<file path="src/inc/rst_pkg.sv">
package rst_pkg;
  // Pin group widths
  localparam int HIGH_W = 11;
  localparam int LOW_W  = 5;
  localparam int S01_W  = 3;
  localparam int S10_W  = 2;
  localparam int BA_W   = 2;
  localparam int ADDR_W = 21;
  localparam int GPA_W  = 6;
  localparam int GPA_LO = 15;
  localparam int Z_W    = 49;
  localparam int WAKE_BIT = 48;
  localparam int SRC_W  = 4;
  localparam int SEL_W  = 2;
  localparam int IRQ_W  = 3;

  // Reset levels of each pin group
  localparam logic [HIGH_W-1:0] HIGH_RST = 11'h7FF;
  localparam logic [LOW_W-1:0]  LOW_RST  = 5'h00;
  localparam logic [S01_W-1:0]  S01_RST  = 3'h0;
  localparam logic [S01_W-1:0]  S01_REL  = 3'h7;
  localparam logic [S10_W-1:0]  S10_RST  = 2'h3;
  localparam logic [S10_W-1:0]  S10_REL  = 2'h0;
  localparam logic [BA_W-1:0]   BA_RST   = 2'h3;
  localparam logic              FLAG_RST = 1'h1;
  localparam logic [ADDR_W-1:0] ADDR_RST = 21'h000000;
  localparam logic [Z_W-1:0]    Z_OE_RST = 49'h0;

  // Synchronised pin vector fields
  localparam int SYN_W   = 6;
  localparam int SYN_RST = 0;
  localparam int SYN_I0  = 1;
  localparam int SYN_I1  = 2;
  localparam int SYN_WK  = 3;
  localparam int SYN_REF = 4;
  localparam int SYN_RTC = 5;
  localparam logic [SYN_W-1:0] SYN_IDLE = 6'h0F;

  // Timing, in system clock periods
  localparam int RST_LOW_PERIODS  = 3;
  localparam int INT_LOW_PERIODS  = 2;
  localparam int LIGHT_WAKE_PERIODS = 3;
  localparam int CNT_W = 2;
  localparam logic [CNT_W-1:0] RST_CNT_MAX =
    CNT_W'(RST_LOW_PERIODS - 1);
  localparam logic [CNT_W-1:0] LIGHT_CNT_MAX =
    CNT_W'(LIGHT_WAKE_PERIODS - 1);

  typedef enum logic [2:0] {
    ST_RESET, ST_BOOT, ST_RUN, ST_LIGHT, ST_LIGHT_WAKE,
    ST_DEEP, ST_DEEP_EDGE, ST_DEEP_PERIOD
  } pm_state_t;
endpackage

</file>
<file path="src/inc/sync_if.sv">
`timescale 1ns/100ps
interface sync_if;
  logic [rst_pkg::SYN_W-1:0] raw;
  logic [rst_pkg::SYN_W-1:0] synced;
  modport user (output raw, input synced);
  modport sync (input raw, output synced);
endinterface

</file>
<file path="src/hdl/pin_sync.sv">
`timescale 1ns/100ps
module pin_sync (
  input  wire logic clk_in,
  input  wire logic rst_in,
  sync_if.sync      port
);
  logic [rst_pkg::SYN_W-1:0] meta_q;
  logic [rst_pkg::SYN_W-1:0] meta_d;
  logic [rst_pkg::SYN_W-1:0] stable_q;
  logic [rst_pkg::SYN_W-1:0] stable_d;

  always_comb begin
    meta_d   = port.raw;
    stable_d = meta_q;
  end

  always_ff @(posedge clk_in) begin
    if (rst_in) begin
      meta_q   <= rst_pkg::SYN_IDLE;
      stable_q <= rst_pkg::SYN_IDLE;
    end else begin
      meta_q   <= meta_d;
      stable_q <= stable_d;
    end
  end

  assign port.synced = stable_q;
endmodule

</file>
<file path="src/hdl/reset_pin_state_and_idle_wake.sv">
`timescale 1ns/100ps
// Operation
// - After hardware reset, enable clock generator and start boot in the same cycle.
// - Outside reset, pins follow selected peripheral; fixed in reset, except clock observe and display select one.
// - In reset drive chip selects, masks, enables, select, strobes high.
// - In reset drive read enable, read/write, card and SDRAM clocks low.
// - In reset release data, emulation, two-wire, card, test, wake pins.
// - In reset keep clock observe and display select one toggling.
// - Select zero, write line, clock enable low in reset, high after.
// - SDRAM chip selects high in reset, low at release.
// - Bank address and flag output settle synchronously high.
// - Memory address bus settles synchronously low.
// - Light idle resumes clocks three periods after an interrupt.
// - Any unmasked interrupt leaves light idle.
// - External interrupts and RTC interrupt wake both idle states.
// - Deep idle bypasses generator using reference or RTC clock.
// - Each external and RTC interrupt source has its own enable; the internal interrupt has none.
// - Clock observe output follows one of four selected sources.
// - Reset pin applies hardware reset; software reset is separate.
module reset_pin_state_and_idle_wake (
  input  wire logic                        clk_in,
  input  wire logic                        rst_in,
  input  wire logic                        reset_pin_n_in,
  input  wire logic [1:0]                  ext_int_pin_n_in,
  input  wire logic                        external_reference_clock_in,
  input  wire logic                        rtc_oscillator_clock_in,
  input  wire logic                        rtc_irq_in,
  input  wire logic                        internal_irq_in,
  input  wire logic [rst_pkg::IRQ_W-1:0]   int_enable_in,
  input  wire logic                        bus_pin_selection_register_in,
  input  wire logic                        reference_select_in,
  input  wire logic                        system_clock_disable_bit_in,
  input  wire logic                        light_idle_req_in,
  input  wire logic                        deep_idle_req_in,
  input  wire logic [rst_pkg::SEL_W-1:0]   clock_source_sel_in,
  input  wire logic [rst_pkg::SRC_W-1:0]   clock_source_tick_in,
  input  wire logic [rst_pkg::HIGH_W-1:0]  fn_high_in,
  input  wire logic [rst_pkg::LOW_W-1:0]   fn_low_in,
  input  wire logic                        fn_display_cs_one_in,
  input  wire logic [rst_pkg::S01_W-1:0]   fn_sync01_in,
  input  wire logic [rst_pkg::S10_W-1:0]   fn_sdram_cs_in,
  input  wire logic [rst_pkg::BA_W-1:0]    fn_bank_in,
  input  wire logic                        fn_flag_in,
  input  wire logic [rst_pkg::ADDR_W-1:0]  fn_addr_in,
  input  wire logic [rst_pkg::GPA_W-1:0]   gpio_addr_in,
  input  wire logic [rst_pkg::Z_W-1:0]     fn_z_out_in,
  input  wire logic [rst_pkg::Z_W-1:0]     fn_z_oe_in,
  input  wire logic [rst_pkg::Z_W-1:0]     z_pins_in,
  output logic [rst_pkg::HIGH_W-1:0]       high_group_out,
  output logic [rst_pkg::LOW_W-1:0]        low_group_out,
  output logic                             clock_observe_out,
  output logic                             display_chip_select_one_out,
  output logic [rst_pkg::S01_W-1:0]        sync01_group_out,
  output logic [rst_pkg::S10_W-1:0]        sdram_chip_select_out,
  output logic [rst_pkg::BA_W-1:0]         sdram_bank_address_out,
  output logic                             general_flag_output_out,
  output logic [rst_pkg::ADDR_W-1:0]       ext_memory_address_bus_out,
  output logic [rst_pkg::Z_W-1:0]          z_pins_out,
  output logic [rst_pkg::Z_W-1:0]          z_pins_oe_out,
  output logic                             clock_gen_enable_out,
  output logic                             clock_bypass_out,
  output logic                             clock_bypass_ref_out,
  output logic                             boot_start_out,
  output logic                             cpu_clock_run_out,
  output logic [1:0]                       int_request_out,
  output logic                             in_reset_out
);
  sync_if sif ();

  pin_sync u_sync (
    .clk_in (clk_in),
    .rst_in (rst_in),
    .port   (sif.sync)
  );

  assign sif.raw = {rtc_oscillator_clock_in, external_reference_clock_in,
                    z_pins_in[rst_pkg::WAKE_BIT], ext_int_pin_n_in,
                    reset_pin_n_in};

  // Reset pin filter and release
  logic [rst_pkg::CNT_W-1:0] rlow_q;
  logic [rst_pkg::CNT_W-1:0] rlow_d;
  logic                      pin_rst_q;
  logic                      pin_rst_d;
  logic                      in_rst;
  logic                      in_rst_q;
  logic                      release_pulse;

  always_comb begin
    rlow_d    = '0;
    pin_rst_d = pin_rst_q;
    if (!sif.synced[rst_pkg::SYN_RST]) begin
      rlow_d = (rlow_q == rst_pkg::RST_CNT_MAX) ? rlow_q
               : rlow_q + 1'b1;
      if (rlow_q == rst_pkg::RST_CNT_MAX)
        pin_rst_d = 1'b1;
    end else begin
      pin_rst_d = 1'b0;
    end
  end

  assign in_rst        = rst_in | pin_rst_q;
  assign release_pulse = in_rst_q & ~in_rst;

  always_ff @(posedge clk_in) begin
    if (rst_in) begin
      rlow_q    <= '0;
      pin_rst_q <= 1'b0;
      in_rst_q  <= 1'b1;
    end else begin
      rlow_q    <= rlow_d;
      pin_rst_q <= pin_rst_d;
      in_rst_q  <= in_rst;
    end
  end

  // Interrupt qualification
  logic [1:0] ilow_q;
  logic [1:0] ilow_d;
  logic [1:0] ihigh_q;
  logic [1:0] ihigh_d;
  logic [1:0] iarm_q;
  logic [1:0] iarm_d;
  logic [1:0] ireq_q;
  logic [1:0] ireq_d;
  logic [1:0] pin_low;
  logic [1:0] qual_low;

  assign pin_low = ~sif.synced[rst_pkg::SYN_I1:rst_pkg::SYN_I0];

  always_comb begin
    ilow_d   = pin_low;
    ihigh_d  = ~pin_low;
    iarm_d   = iarm_q;
    ireq_d   = '0;
    qual_low = pin_low & ilow_q;
    for (int i = 0; i < 2; i++) begin
      if (~pin_low[i] && ihigh_q[i])
        iarm_d[i] = 1'b1;
      if (qual_low[i] && iarm_q[i]) begin
        iarm_d[i] = 1'b0;
        ireq_d[i] = int_enable_in[i];
      end
    end
  end

  always_ff @(posedge clk_in) begin
    if (in_rst) begin
      ilow_q  <= '0;
      ihigh_q <= '0;
      iarm_q  <= '0;
      ireq_q  <= '0;
    end else begin
      ilow_q  <= ilow_d;
      ihigh_q <= ihigh_d;
      iarm_q  <= iarm_d;
      ireq_q  <= ireq_d;
    end
  end

  // Power state machine
  rst_pkg::pm_state_t       st_q;
  rst_pkg::pm_state_t       st_d;
  logic [rst_pkg::CNT_W-1:0] wcnt_q;
  logic [rst_pkg::CNT_W-1:0] wcnt_d;
  logic                      ref_q;
  logic                      ref_d;
  logic                      ref_level;
  logic                      ref_rise;
  logic                      wake_evt;
  logic                      light_evt;
  logic                      deep_evt;
  logic                      run_d;
  logic                      gen_d;
  logic                      byp_d;

  assign ref_level = reference_select_in ? sif.synced[rst_pkg::SYN_REF]
                     : sif.synced[rst_pkg::SYN_RTC];
  assign ref_rise  = ref_level & ~ref_q;

  always_comb begin
    wake_evt  = (qual_low[0] & int_enable_in[0])
              | (qual_low[1] & int_enable_in[1])
              | (rtc_irq_in & int_enable_in[2]);
    light_evt = wake_evt | ireq_q[0] | ireq_q[1]
              | internal_irq_in;
    deep_evt  = wake_evt
              | (~sif.synced[rst_pkg::SYN_WK] & system_clock_disable_bit_in);
    ref_d  = ref_level;
    st_d   = st_q;
    wcnt_d = '0;
    case (st_q)
      rst_pkg::ST_RESET: st_d = rst_pkg::ST_BOOT;
      rst_pkg::ST_BOOT:  st_d = rst_pkg::ST_RUN;
      rst_pkg::ST_RUN: begin
        if (deep_idle_req_in)
          st_d = rst_pkg::ST_DEEP;
        else if (light_idle_req_in)
          st_d = rst_pkg::ST_LIGHT;
      end
      rst_pkg::ST_LIGHT: begin
        if (light_evt)
          st_d = rst_pkg::ST_LIGHT_WAKE;
      end
      rst_pkg::ST_LIGHT_WAKE: begin
        wcnt_d = wcnt_q + 1'b1;
        if (wcnt_q == rst_pkg::LIGHT_CNT_MAX)
          st_d = rst_pkg::ST_RUN;
      end
      rst_pkg::ST_DEEP: begin
        if (deep_evt)
          st_d = system_clock_disable_bit_in ? rst_pkg::ST_DEEP_EDGE
                 : rst_pkg::ST_RUN;
      end
      rst_pkg::ST_DEEP_EDGE: begin
        if (ref_rise)
          st_d = rst_pkg::ST_DEEP_PERIOD;
      end
      rst_pkg::ST_DEEP_PERIOD: begin
        if (ref_rise)
          st_d = rst_pkg::ST_RUN;
      end
      default: st_d = rst_pkg::ST_RESET;
    endcase
    if (in_rst)
      st_d = rst_pkg::ST_RESET;
    run_d = (st_d == rst_pkg::ST_RUN);
    byp_d = (st_d == rst_pkg::ST_DEEP) || (st_d == rst_pkg::ST_DEEP_EDGE)
         || (st_d == rst_pkg::ST_DEEP_PERIOD);
    gen_d = ~in_rst & ~byp_d;
  end

  always_ff @(posedge clk_in) begin
    if (rst_in) begin
      st_q                 <= rst_pkg::ST_RESET;
      wcnt_q               <= '0;
      ref_q                <= 1'b0;
      cpu_clock_run_out    <= 1'b0;
      clock_gen_enable_out <= 1'b0;
      clock_bypass_out     <= 1'b0;
    end else begin
      st_q                 <= st_d;
      wcnt_q               <= wcnt_d;
      ref_q                <= ref_d;
      cpu_clock_run_out    <= run_d;
      clock_gen_enable_out <= gen_d;
      clock_bypass_out     <= byp_d;
    end
  end

  // Pin groups
  logic                        obs_q;
  logic                        obs_d;
  logic [rst_pkg::HIGH_W-1:0]  high_d;
  logic [rst_pkg::LOW_W-1:0]   low_d;
  logic                        cs1_d;
  logic [rst_pkg::S01_W-1:0]   s01_d;
  logic [rst_pkg::S10_W-1:0]   s10_d;
  logic [rst_pkg::BA_W-1:0]    ba_d;
  logic                        flag_d;
  logic [rst_pkg::ADDR_W-1:0]  addr_d;
  logic [rst_pkg::Z_W-1:0]     zo_d;
  logic [rst_pkg::Z_W-1:0]     zoe_d;

  always_comb begin
    obs_d = obs_q ^ clock_source_tick_in[clock_source_sel_in];
    high_d = fn_high_in;
    low_d  = fn_low_in;
    cs1_d  = fn_display_cs_one_in;
    s01_d  = fn_sync01_in;
    s10_d  = fn_sdram_cs_in;
    ba_d   = fn_bank_in;
    flag_d = fn_flag_in;
    addr_d = fn_addr_in;
    if (bus_pin_selection_register_in)
      addr_d[rst_pkg::GPA_LO +: rst_pkg::GPA_W] = gpio_addr_in;
    zo_d  = fn_z_out_in;
    zoe_d = fn_z_oe_in;
    if (in_rst) begin
      high_d = rst_pkg::HIGH_RST;
      low_d  = rst_pkg::LOW_RST;
      zoe_d  = rst_pkg::Z_OE_RST;
      cs1_d  = obs_d;
      s01_d  = rst_pkg::S01_RST;
      s10_d  = rst_pkg::S10_RST;
      ba_d   = rst_pkg::BA_RST;
      flag_d = rst_pkg::FLAG_RST;
      addr_d = rst_pkg::ADDR_RST;
    end else if (release_pulse) begin
      s01_d  = rst_pkg::S01_REL;
      s10_d  = rst_pkg::S10_REL;
      ba_d   = rst_pkg::BA_RST;
      flag_d = rst_pkg::FLAG_RST;
      addr_d = rst_pkg::ADDR_RST;
    end
  end

  always_ff @(posedge clk_in) begin
    if (rst_in) begin
      obs_q                       <= 1'b0;
      clock_observe_out           <= 1'b0;
      high_group_out              <= rst_pkg::HIGH_RST;
      low_group_out               <= rst_pkg::LOW_RST;
      display_chip_select_one_out <= 1'b0;
      sync01_group_out            <= rst_pkg::S01_RST;
      sdram_chip_select_out       <= rst_pkg::S10_RST;
      sdram_bank_address_out      <= rst_pkg::BA_RST;
      general_flag_output_out     <= rst_pkg::FLAG_RST;
      ext_memory_address_bus_out  <= rst_pkg::ADDR_RST;
      z_pins_out                  <= '0;
      z_pins_oe_out               <= rst_pkg::Z_OE_RST;
      clock_bypass_ref_out        <= 1'b0;
      boot_start_out              <= 1'b0;
      int_request_out             <= '0;
      in_reset_out                <= 1'b1;
    end else begin
      obs_q                       <= obs_d;
      clock_observe_out           <= obs_d;
      high_group_out              <= high_d;
      low_group_out               <= low_d;
      display_chip_select_one_out <= cs1_d;
      sync01_group_out            <= s01_d;
      sdram_chip_select_out       <= s10_d;
      sdram_bank_address_out      <= ba_d;
      general_flag_output_out     <= flag_d;
      ext_memory_address_bus_out  <= addr_d;
      z_pins_out                  <= zo_d;
      z_pins_oe_out               <= zoe_d;
      clock_bypass_ref_out        <= reference_select_in;
      boot_start_out              <= release_pulse;
      int_request_out             <= ireq_d;
      in_reset_out                <= in_rst;
    end
  end
endmodule

</file>
<file path="config.mk">
export PLATFORM = sky130hd
export DESIGN_NAME = reset_pin_state_and_idle_wake
export DESIGN_NICKNAME = d
export VERILOG_FILES = /design/src/inc/rst_pkg.sv /design/src/inc/sync_if.sv /design/src/hdl/pin_sync.sv /design/src/hdl/reset_pin_state_and_idle_wake.sv
export SDC_FILE = /design/constraint.sdc
export NUM_CORES = 1
export LEC_CHECK = 0
export ABC_CLOCK_PERIOD_IN_PS = 1510
export BUFFER_PORTS_ARGS = -buffer_cell sky130_fd_sc_hd__buf_4
export CELL_PAD_IN_SITES_DETAIL_PLACEMENT = 1
export CELL_PAD_IN_SITES_GLOBAL_PLACEMENT = 1
export CORE_UTILIZATION = 26
export CTS_CLUSTER_SIZE = 28
export DETAILED_ROUTE_END_ITERATION = 6
export HOLD_SLACK_MARGIN = 0.03
export PLACE_DENSITY_LB_ADDON = 0.1
export SETUP_SLACK_MARGIN = 0.2
export SYNTH_ARGS = -nofsm -noshare
export SYNTH_HDL_FRONTEND = slang
export SYNTH_HIERARCHICAL = 1
export SYNTH_SLANG_ARGS = --single-unit
</file>
<file path="constraint.sdc">
create_clock -name clk_in -period 1.51 [get_ports clk_in]
set_input_delay 0.2265 -clock clk_in [delete_from_list [all_inputs] [get_ports clk_in]]
set_output_delay 0.2265 -clock clk_in [all_outputs]
set_load 0.05 [all_outputs]
</file>
# Word level (Yosys, flattened, before mapping)
# Cells that the tools add are included.
# W data, S select, Z words.
# totals
word_cells	103
out_inout_bits	153
inputBits	222
reg_bits	182
# op_classes
order_cmp	1
eq_ne	13
bitwise_logic	25
n_reduce_logical	13
add_sub_neg	2
mux	19
# ops
cell	count
$mux W3	10
$pmux W3 S8	1
$eq A3 B3 Y1 const B	7
$reduce_or A2 Y1	5
$eq A3 B2 Y1 const B	3
$and A1 B1 Y1	7
$not A1 Y1	7
$or A1 B1 Y1	7
$mux W6	1
$mux W1	5
$add A2 B1 Y2 const B	2
$eq A2 B2 Y1 const B	2
$logic_and A1 B1 Y1	4
$not A2 Y2	2
$eq A3 B1 Y1 const B	1
$logic_not A3 Y1	1
$lt A2 B3 Y1 const B	1
$reduce_or A3 Y1	1
$and A2 B2 Y2	1
$bmux W1 S2	1
$logic_or A1 B1 Y1	2
$mux W2	1
$xor A1 B1 Y1	1

# Depth between registers and ports, before layout
# logic_depth
word_depth	16
ltp_mapped	7
ltp_nobuf	7

# By module
# Netlist, hierarchy kept.
# by_module_without_submodules
module	seq_area_each_um2	area_each_um2	cells_per_inst	instances
reset_pin_state_and_idle_wake	3403.3	5036.1	440	1
pin_sync	240.2	329.1	25	1

# Least setup slack after synthesis
# OpenSTA, ideal clock, no wires.
# synth_path
kind	register to register
from	reg st_q[2]
to	reg cpu_clock_run_out
path_slack_ps	-154
n_path_buf	1
path_stages_with_launch	7
required_ps	1422
period_less_slack_ps	1664
t_arrival_ps	1576
setup_ps	88
path_cell_list	dfxtp_1 > buf_6 > or4b_4 > o211ai_2 > a2111oi_1 > a2111o_1 > nor4_2
# synth_between
elab_chain_len	5
word_cells_on_any_way	18
classes_between	eq/ne (8); mux (9); reduce/logical (1)
# synth_rtl
item	line	rtl
start, declared	reset_pin_state_and_idle_wake.sv:162	rst_pkg::pm_state_t st_q;
start signal, assigned	reset_pin_state_and_idle_wake.sv:235	st_q <= rst_pkg::ST_RESET;
start signal, assigned	reset_pin_state_and_idle_wake.sv:242	st_q <= st_d;
$mux W3	reset_pin_state_and_idle_wake.sv:198	else if (light_idle_req_in)
$mux W3	reset_pin_state_and_idle_wake.sv:196	if (deep_idle_req_in)
$pmux W3 S8 *	reset_pin_state_and_idle_wake.sv:192	case (st_q)
$mux W3 *	reset_pin_state_and_idle_wake.sv:225	if (in_rst)
$eq A3 B2 Y1 *	reset_pin_state_and_idle_wake.sv:227	run_d = (st_d == rst_pkg::ST_RUN);
end signal, assigned	reset_pin_state_and_idle_wake.sv:245	cpu_clock_run_out <= run_d;
end, declared	reset_pin_state_and_idle_wake.sv:64	output logic cpu_clock_run_out,
# Every way passes the cells marked *; elsewhere a longest branch is shown, timed or not.
# A chain may end at the register's enable or synchronous reset.

# Final worst setup path
# layout_path
from	reg u_sync.stable_q, in the netlist u_sync/port.synced[1]
to	reg cpu_clock_run_out
# layout_between
elab_chain_len	12
word_cells_on_any_way	14
classes_between	eq/ne (1); mux (4); bitwise (9)
# layout_rtl
item	line	rtl
start, declared	pin_sync.sv:9	logic [rst_pkg::SYN_W-1:0] stable_q;
start signal, assigned	pin_sync.sv:20	stable_q <= rst_pkg::SYN_IDLE;
start signal, assigned	pin_sync.sv:23	stable_q <= stable_d;
$not A2 Y2 *	reset_pin_state_and_idle_wake.sv:129	assign pin_low = ~sif.synced[rst_pkg::SYN_I1:rst_pkg::SYN_I0];
$and A2 B2 Y2 *	reset_pin_state_and_idle_wake.sv:136	qual_low = pin_low & ilow_q;
$and A1 B1 Y1 *	reset_pin_state_and_idle_wake.sv:182	wake_evt = (qual_low[0] & int_enable_in[0])
$or A1 B1 Y1 *	reset_pin_state_and_idle_wake.sv:183	| (qual_low[1] & int_enable_in[1])
$or A1 B1 Y1 *	reset_pin_state_and_idle_wake.sv:184	| (rtc_irq_in & int_enable_in[2]);
$or A1 B1 Y1 (2 in series)	reset_pin_state_and_idle_wake.sv:185	light_evt = wake_evt | ireq_q[0] | ireq_q[1]
$or A1 B1 Y1	reset_pin_state_and_idle_wake.sv:186	| internal_irq_in;
$mux W3	reset_pin_state_and_idle_wake.sv:202	if (light_evt)
$pmux W3 S8 *	reset_pin_state_and_idle_wake.sv:192	
$mux W3 *	reset_pin_state_and_idle_wake.sv:225	
$eq A3 B2 Y1 *	reset_pin_state_and_idle_wake.sv:227	
# Marks and branches as above.

==> impl_metrics.yaml <==
status:
  status: "finished with violations"
  violations: "setup timing"
clock_network:
  clock-root-buffer: "clkbuf_16"
  cts_tree: "done"
  htreeDepth: 4
  clk_path_buf_depth: 2
  clk_latency_ns: 0.42
  cts.sinks: 182
  clk_pin_slew_ns: 0.07
  numCtsBuffers: 17
power:
  p_leak_nw: 4.77
  power.density_mw_per_mm2: 1130
  power_frac_seq_pct: 44.3
  p_clk_share_pct: 36.2
  p_int_mw: 8.30
  swShare_pct: 28.6
  power_mw: 11.6
  irDropWorstVdd_mv: 0.738
  p_comb_share_pct: 19.6
  power_switching_mw: 3.32
placement:
  place_congestion: 0.803
  dp_hpwl_um: 12000
  port_buffers: 326
  postPlaceCellArea_mm2: 0.00823
detailed_routing:
  drt-total-wl_um: 18200
  drt_pass1_iterations: 4
  drcViolationCount: 0
  drt_iter0_markers: 106
  via_per_inst: 4.05
  vias: 5008
  ant_nets: 0
  wl_per_cell_um: 14.7
worst_setup_path:
  crit_fanout: 3
  cp.required_ns: 1.84
  arrival_ns: 1.88
  r2r-start: "u_sync/port.synced[1]$_SDFF_PP1_"
  worstSetupEndpointType: "flop"
  cp-start-kind: "flop"
  rr_endpoint: "cpu_clock_run_out$_SDFF_PP0_"
  path_class: "reg2reg"
  worst_r2r_path_depth: 5
  reg2reg_slack_ns: -0.04
global_route:
  overflow: 0
  antenna_found_initial: 0
  grt_pass1_wl_um: 29000
  grt_max_degree: 36
  grt_pass1_vias: 5675
  grt_use_total_pct: 17.6
sta:
  maxSlewViolCount: 0
  fmax_mhz: 647
  slew_headroom_pct: 77.3
  min_period_ns: 1.55
  setup_viol: 3
  rsz0062_at_grt: "true"
  period_share_pct: 102
  final_hold_viol_count: 0
  tightest_slew_ns: 0.338
  setup_ws_ns: -0.0358
  finClkSkew_ns: 0.0102
cells_and_area:
  most-common-layout-cells: "buf_4, dfxtp_1, dlygate4sd3_1"
  final_common_cell: "buf_4"
  area_growth_pct: 92.3
  final_net_count: 1179
  drive_above_1_share_pct: 41.5
  multi_input_area_mm2: 0.00164
  seqCellArea_mm2: 0.00365
  n_fill_cell: 2190
  diodes: 0
  finalInstanceArea_mm2: 0.0103
die:
  fp.dieW_um: 146
  rows: 52
  core-area_mm2: 0.0202
  start_util_pct: 26.5
  dieArea_mm2: 0.0212
  die_h_um: 146
  io_pins: 375
synthesis:
  synth.area.mux_share_pct: 1.80
  syn_inst: 465
  synth_xor_area_share_pct: 0.326
  synth-seq-area-share_pct: 67.9
  ys_types: 42
  ys_ff_latch: 182
  synth_top_family_by_area: "simple AND/OR/NAND/NOR gates"
  yosys.area_share.adder_pct: 0.466
  syn-num-nets: 689
  syn_avg_cell_area_um2: 11.5
  synth_compound_area_share_pct: 3.43
  yosys.area_share.simple_pct: 23.5
  syn_area_mm2: 0.00537
  yosysWarnings: 6
worst_hold_path:
  hp-start: "fn_sdram_cs_in[1]"
  hp-class: "in2reg"
  whs_path_depth: 3
  whs_endpoint: "sdram_chip_select_out[1]$_SDFF_PP1_"
run:
  maxCapViolations: 0
logic make-up after synthesis:
kind of cell | count (synthesis)
multiplexers | 8
buffers and inverters | 33
XOR/XNOR | 2
flip-flops | 182
AO/OA/AOI/OAI | 26
AND/OR/NAND/NOR | 212
adder cells (fa/ha/maj) | 2
through the flow:
step	cells	setup slack (ns)	hold slack, ns	utilization (%)	TNS (ns)
after detailed placement	1056	-0.169	0.396	40.7	-0.389
final	1238	-0.0358	0.0559	51.0	-0.0916
after CTS	1236	-0.0313	0.0331	50.8	-0.0341
after floorplan	465	-0.134	0.324	-	-0.219
after global routing	1238	-0.148	0.0317	51.0	-0.348
after global placement	1056	-0.165	0.391	40.7	-0.352
worst max path at each step:
stage	startpoint	endpoint	slack (ns)	depth (start not counted)
floorplan	st_q[2]$_SDFF_PP0_	st_q[0]$_SDFF_PP0_	-0.13	6
global placement	light_idle_req_in	st_q[0]$_SDFF_PP0_	-0.16	6
detailed placement	light_idle_req_in	st_q[0]$_SDFF_PP0_	-0.17	6
CTS	st_q[2]$_SDFF_PP0_	st_q[0]$_SDFF_PP0_	-0.03	5
global route	u_sync/port.synced[1]$_SDFF_PP1_	cpu_clock_run_out$_SDFF_PP0_	-0.15	5
finish	u_sync/port.synced[1]$_SDFF_PP1_	cpu_clock_run_out$_SDFF_PP0_	-0.04	5
synthesized netlist by cell type, drive strengths merged:
cell type  instances  area share, %
nor2b             55            6.4
a2bb2oi            3           0.49
and3               1           0.12
mux2i              7            1.4
o31ai              1           0.14
nor3               6           0.56
and2              74            8.6
a211oi             1           0.14
inv                9           0.63
ha                 2           0.47
or4b               2           0.44
xnor2              1           0.16
clkbuf            21            1.5
or3               12            1.4
nand3              2           0.19
nand2b             2           0.23
nand3b             3           0.42
nand4              1           0.12
o211ai             2           0.37
a2111oi            1           0.19
nor3b              4           0.56
buf                3           0.49
dfxtp            182             68
nand2              7           0.49
xor2               1           0.16
a211o              2           0.33
nor4               3           0.47
nor2              27            1.9
o211a              1           0.19
and2b              2           0.28
o21ai              7           0.65
mux4               1           0.42
or2               11            1.3
a2111o             1           0.21
a21oi              6           0.56
a41oi              1           0.16
flip-flops by register name, summed over array words and instances, names as in the netlist, 3 cells and up:
signal and flops:
z_pins_oe_out 49, z_pins_out 49, ext_memory_address_bus_out 21, high_group_out 11, u_sync/meta_q 6, u_sync/port.synced 6, low_group_out 5, st_q 3
sync01_group_out 3
area by class of cell:
class | instances | area share, %
flip-flops and latches | 182 | 35.4
clock buffers | 19 | 4.29
clock inverters | 13 | 1.12
repair buffers | 495 | 39.7
multi-input cells | 250 | 15.9
inverters | 9 | 0.327
well taps | 270 | 3.27
worst max-delay path: stages (launching register included):
cell,delay [ns]
dfxtp_2,0.32
nand3b_1,0.15
nand4_1,0.23
o211ai_1,0.37
nor2_1,0.11
nor4_2,0.26
what timing repair did:
| item | CTS | global route |
|---|---|---|
| pin swaps | 8 | 5 |
| hold endpoints to repair | 144 | 0 |
| endpoints found under the setup margin | 9 | 10 |
| setup buffers | 2 | 4 |
| hold buffers | 146 | 0 |
| gates resized for setup | 8 | 6 |
power groups by stage:
stage,sequential (mW),clock [mW],combinational [mW]
5_1_grt,5.17,4.61,2.40
4_1_cts,5.14,4.37,2.26
3_3_place_gp,5.24,0,1.90
3_5_place_dp,5.25,0,1.93
6_report,5.14,4.20,2.27
2_1_floorplan,6.00,0,0.353
layer usage:
| layer | vias up | routed length, um | track usage (%) |
|---|---|---|---|
| li1 | 2454 | - | - |
| met1 | 2320 | 6730 | 17.7 |
| met2 | 205 | 9730 | 33.1 |
| met3 | 29 | 1300 | 5.77 |
| met4 | 0 | 396 | 7.42 |
| met5 | - | 0 | 0 |
Power figures use the tool's default switching activity.
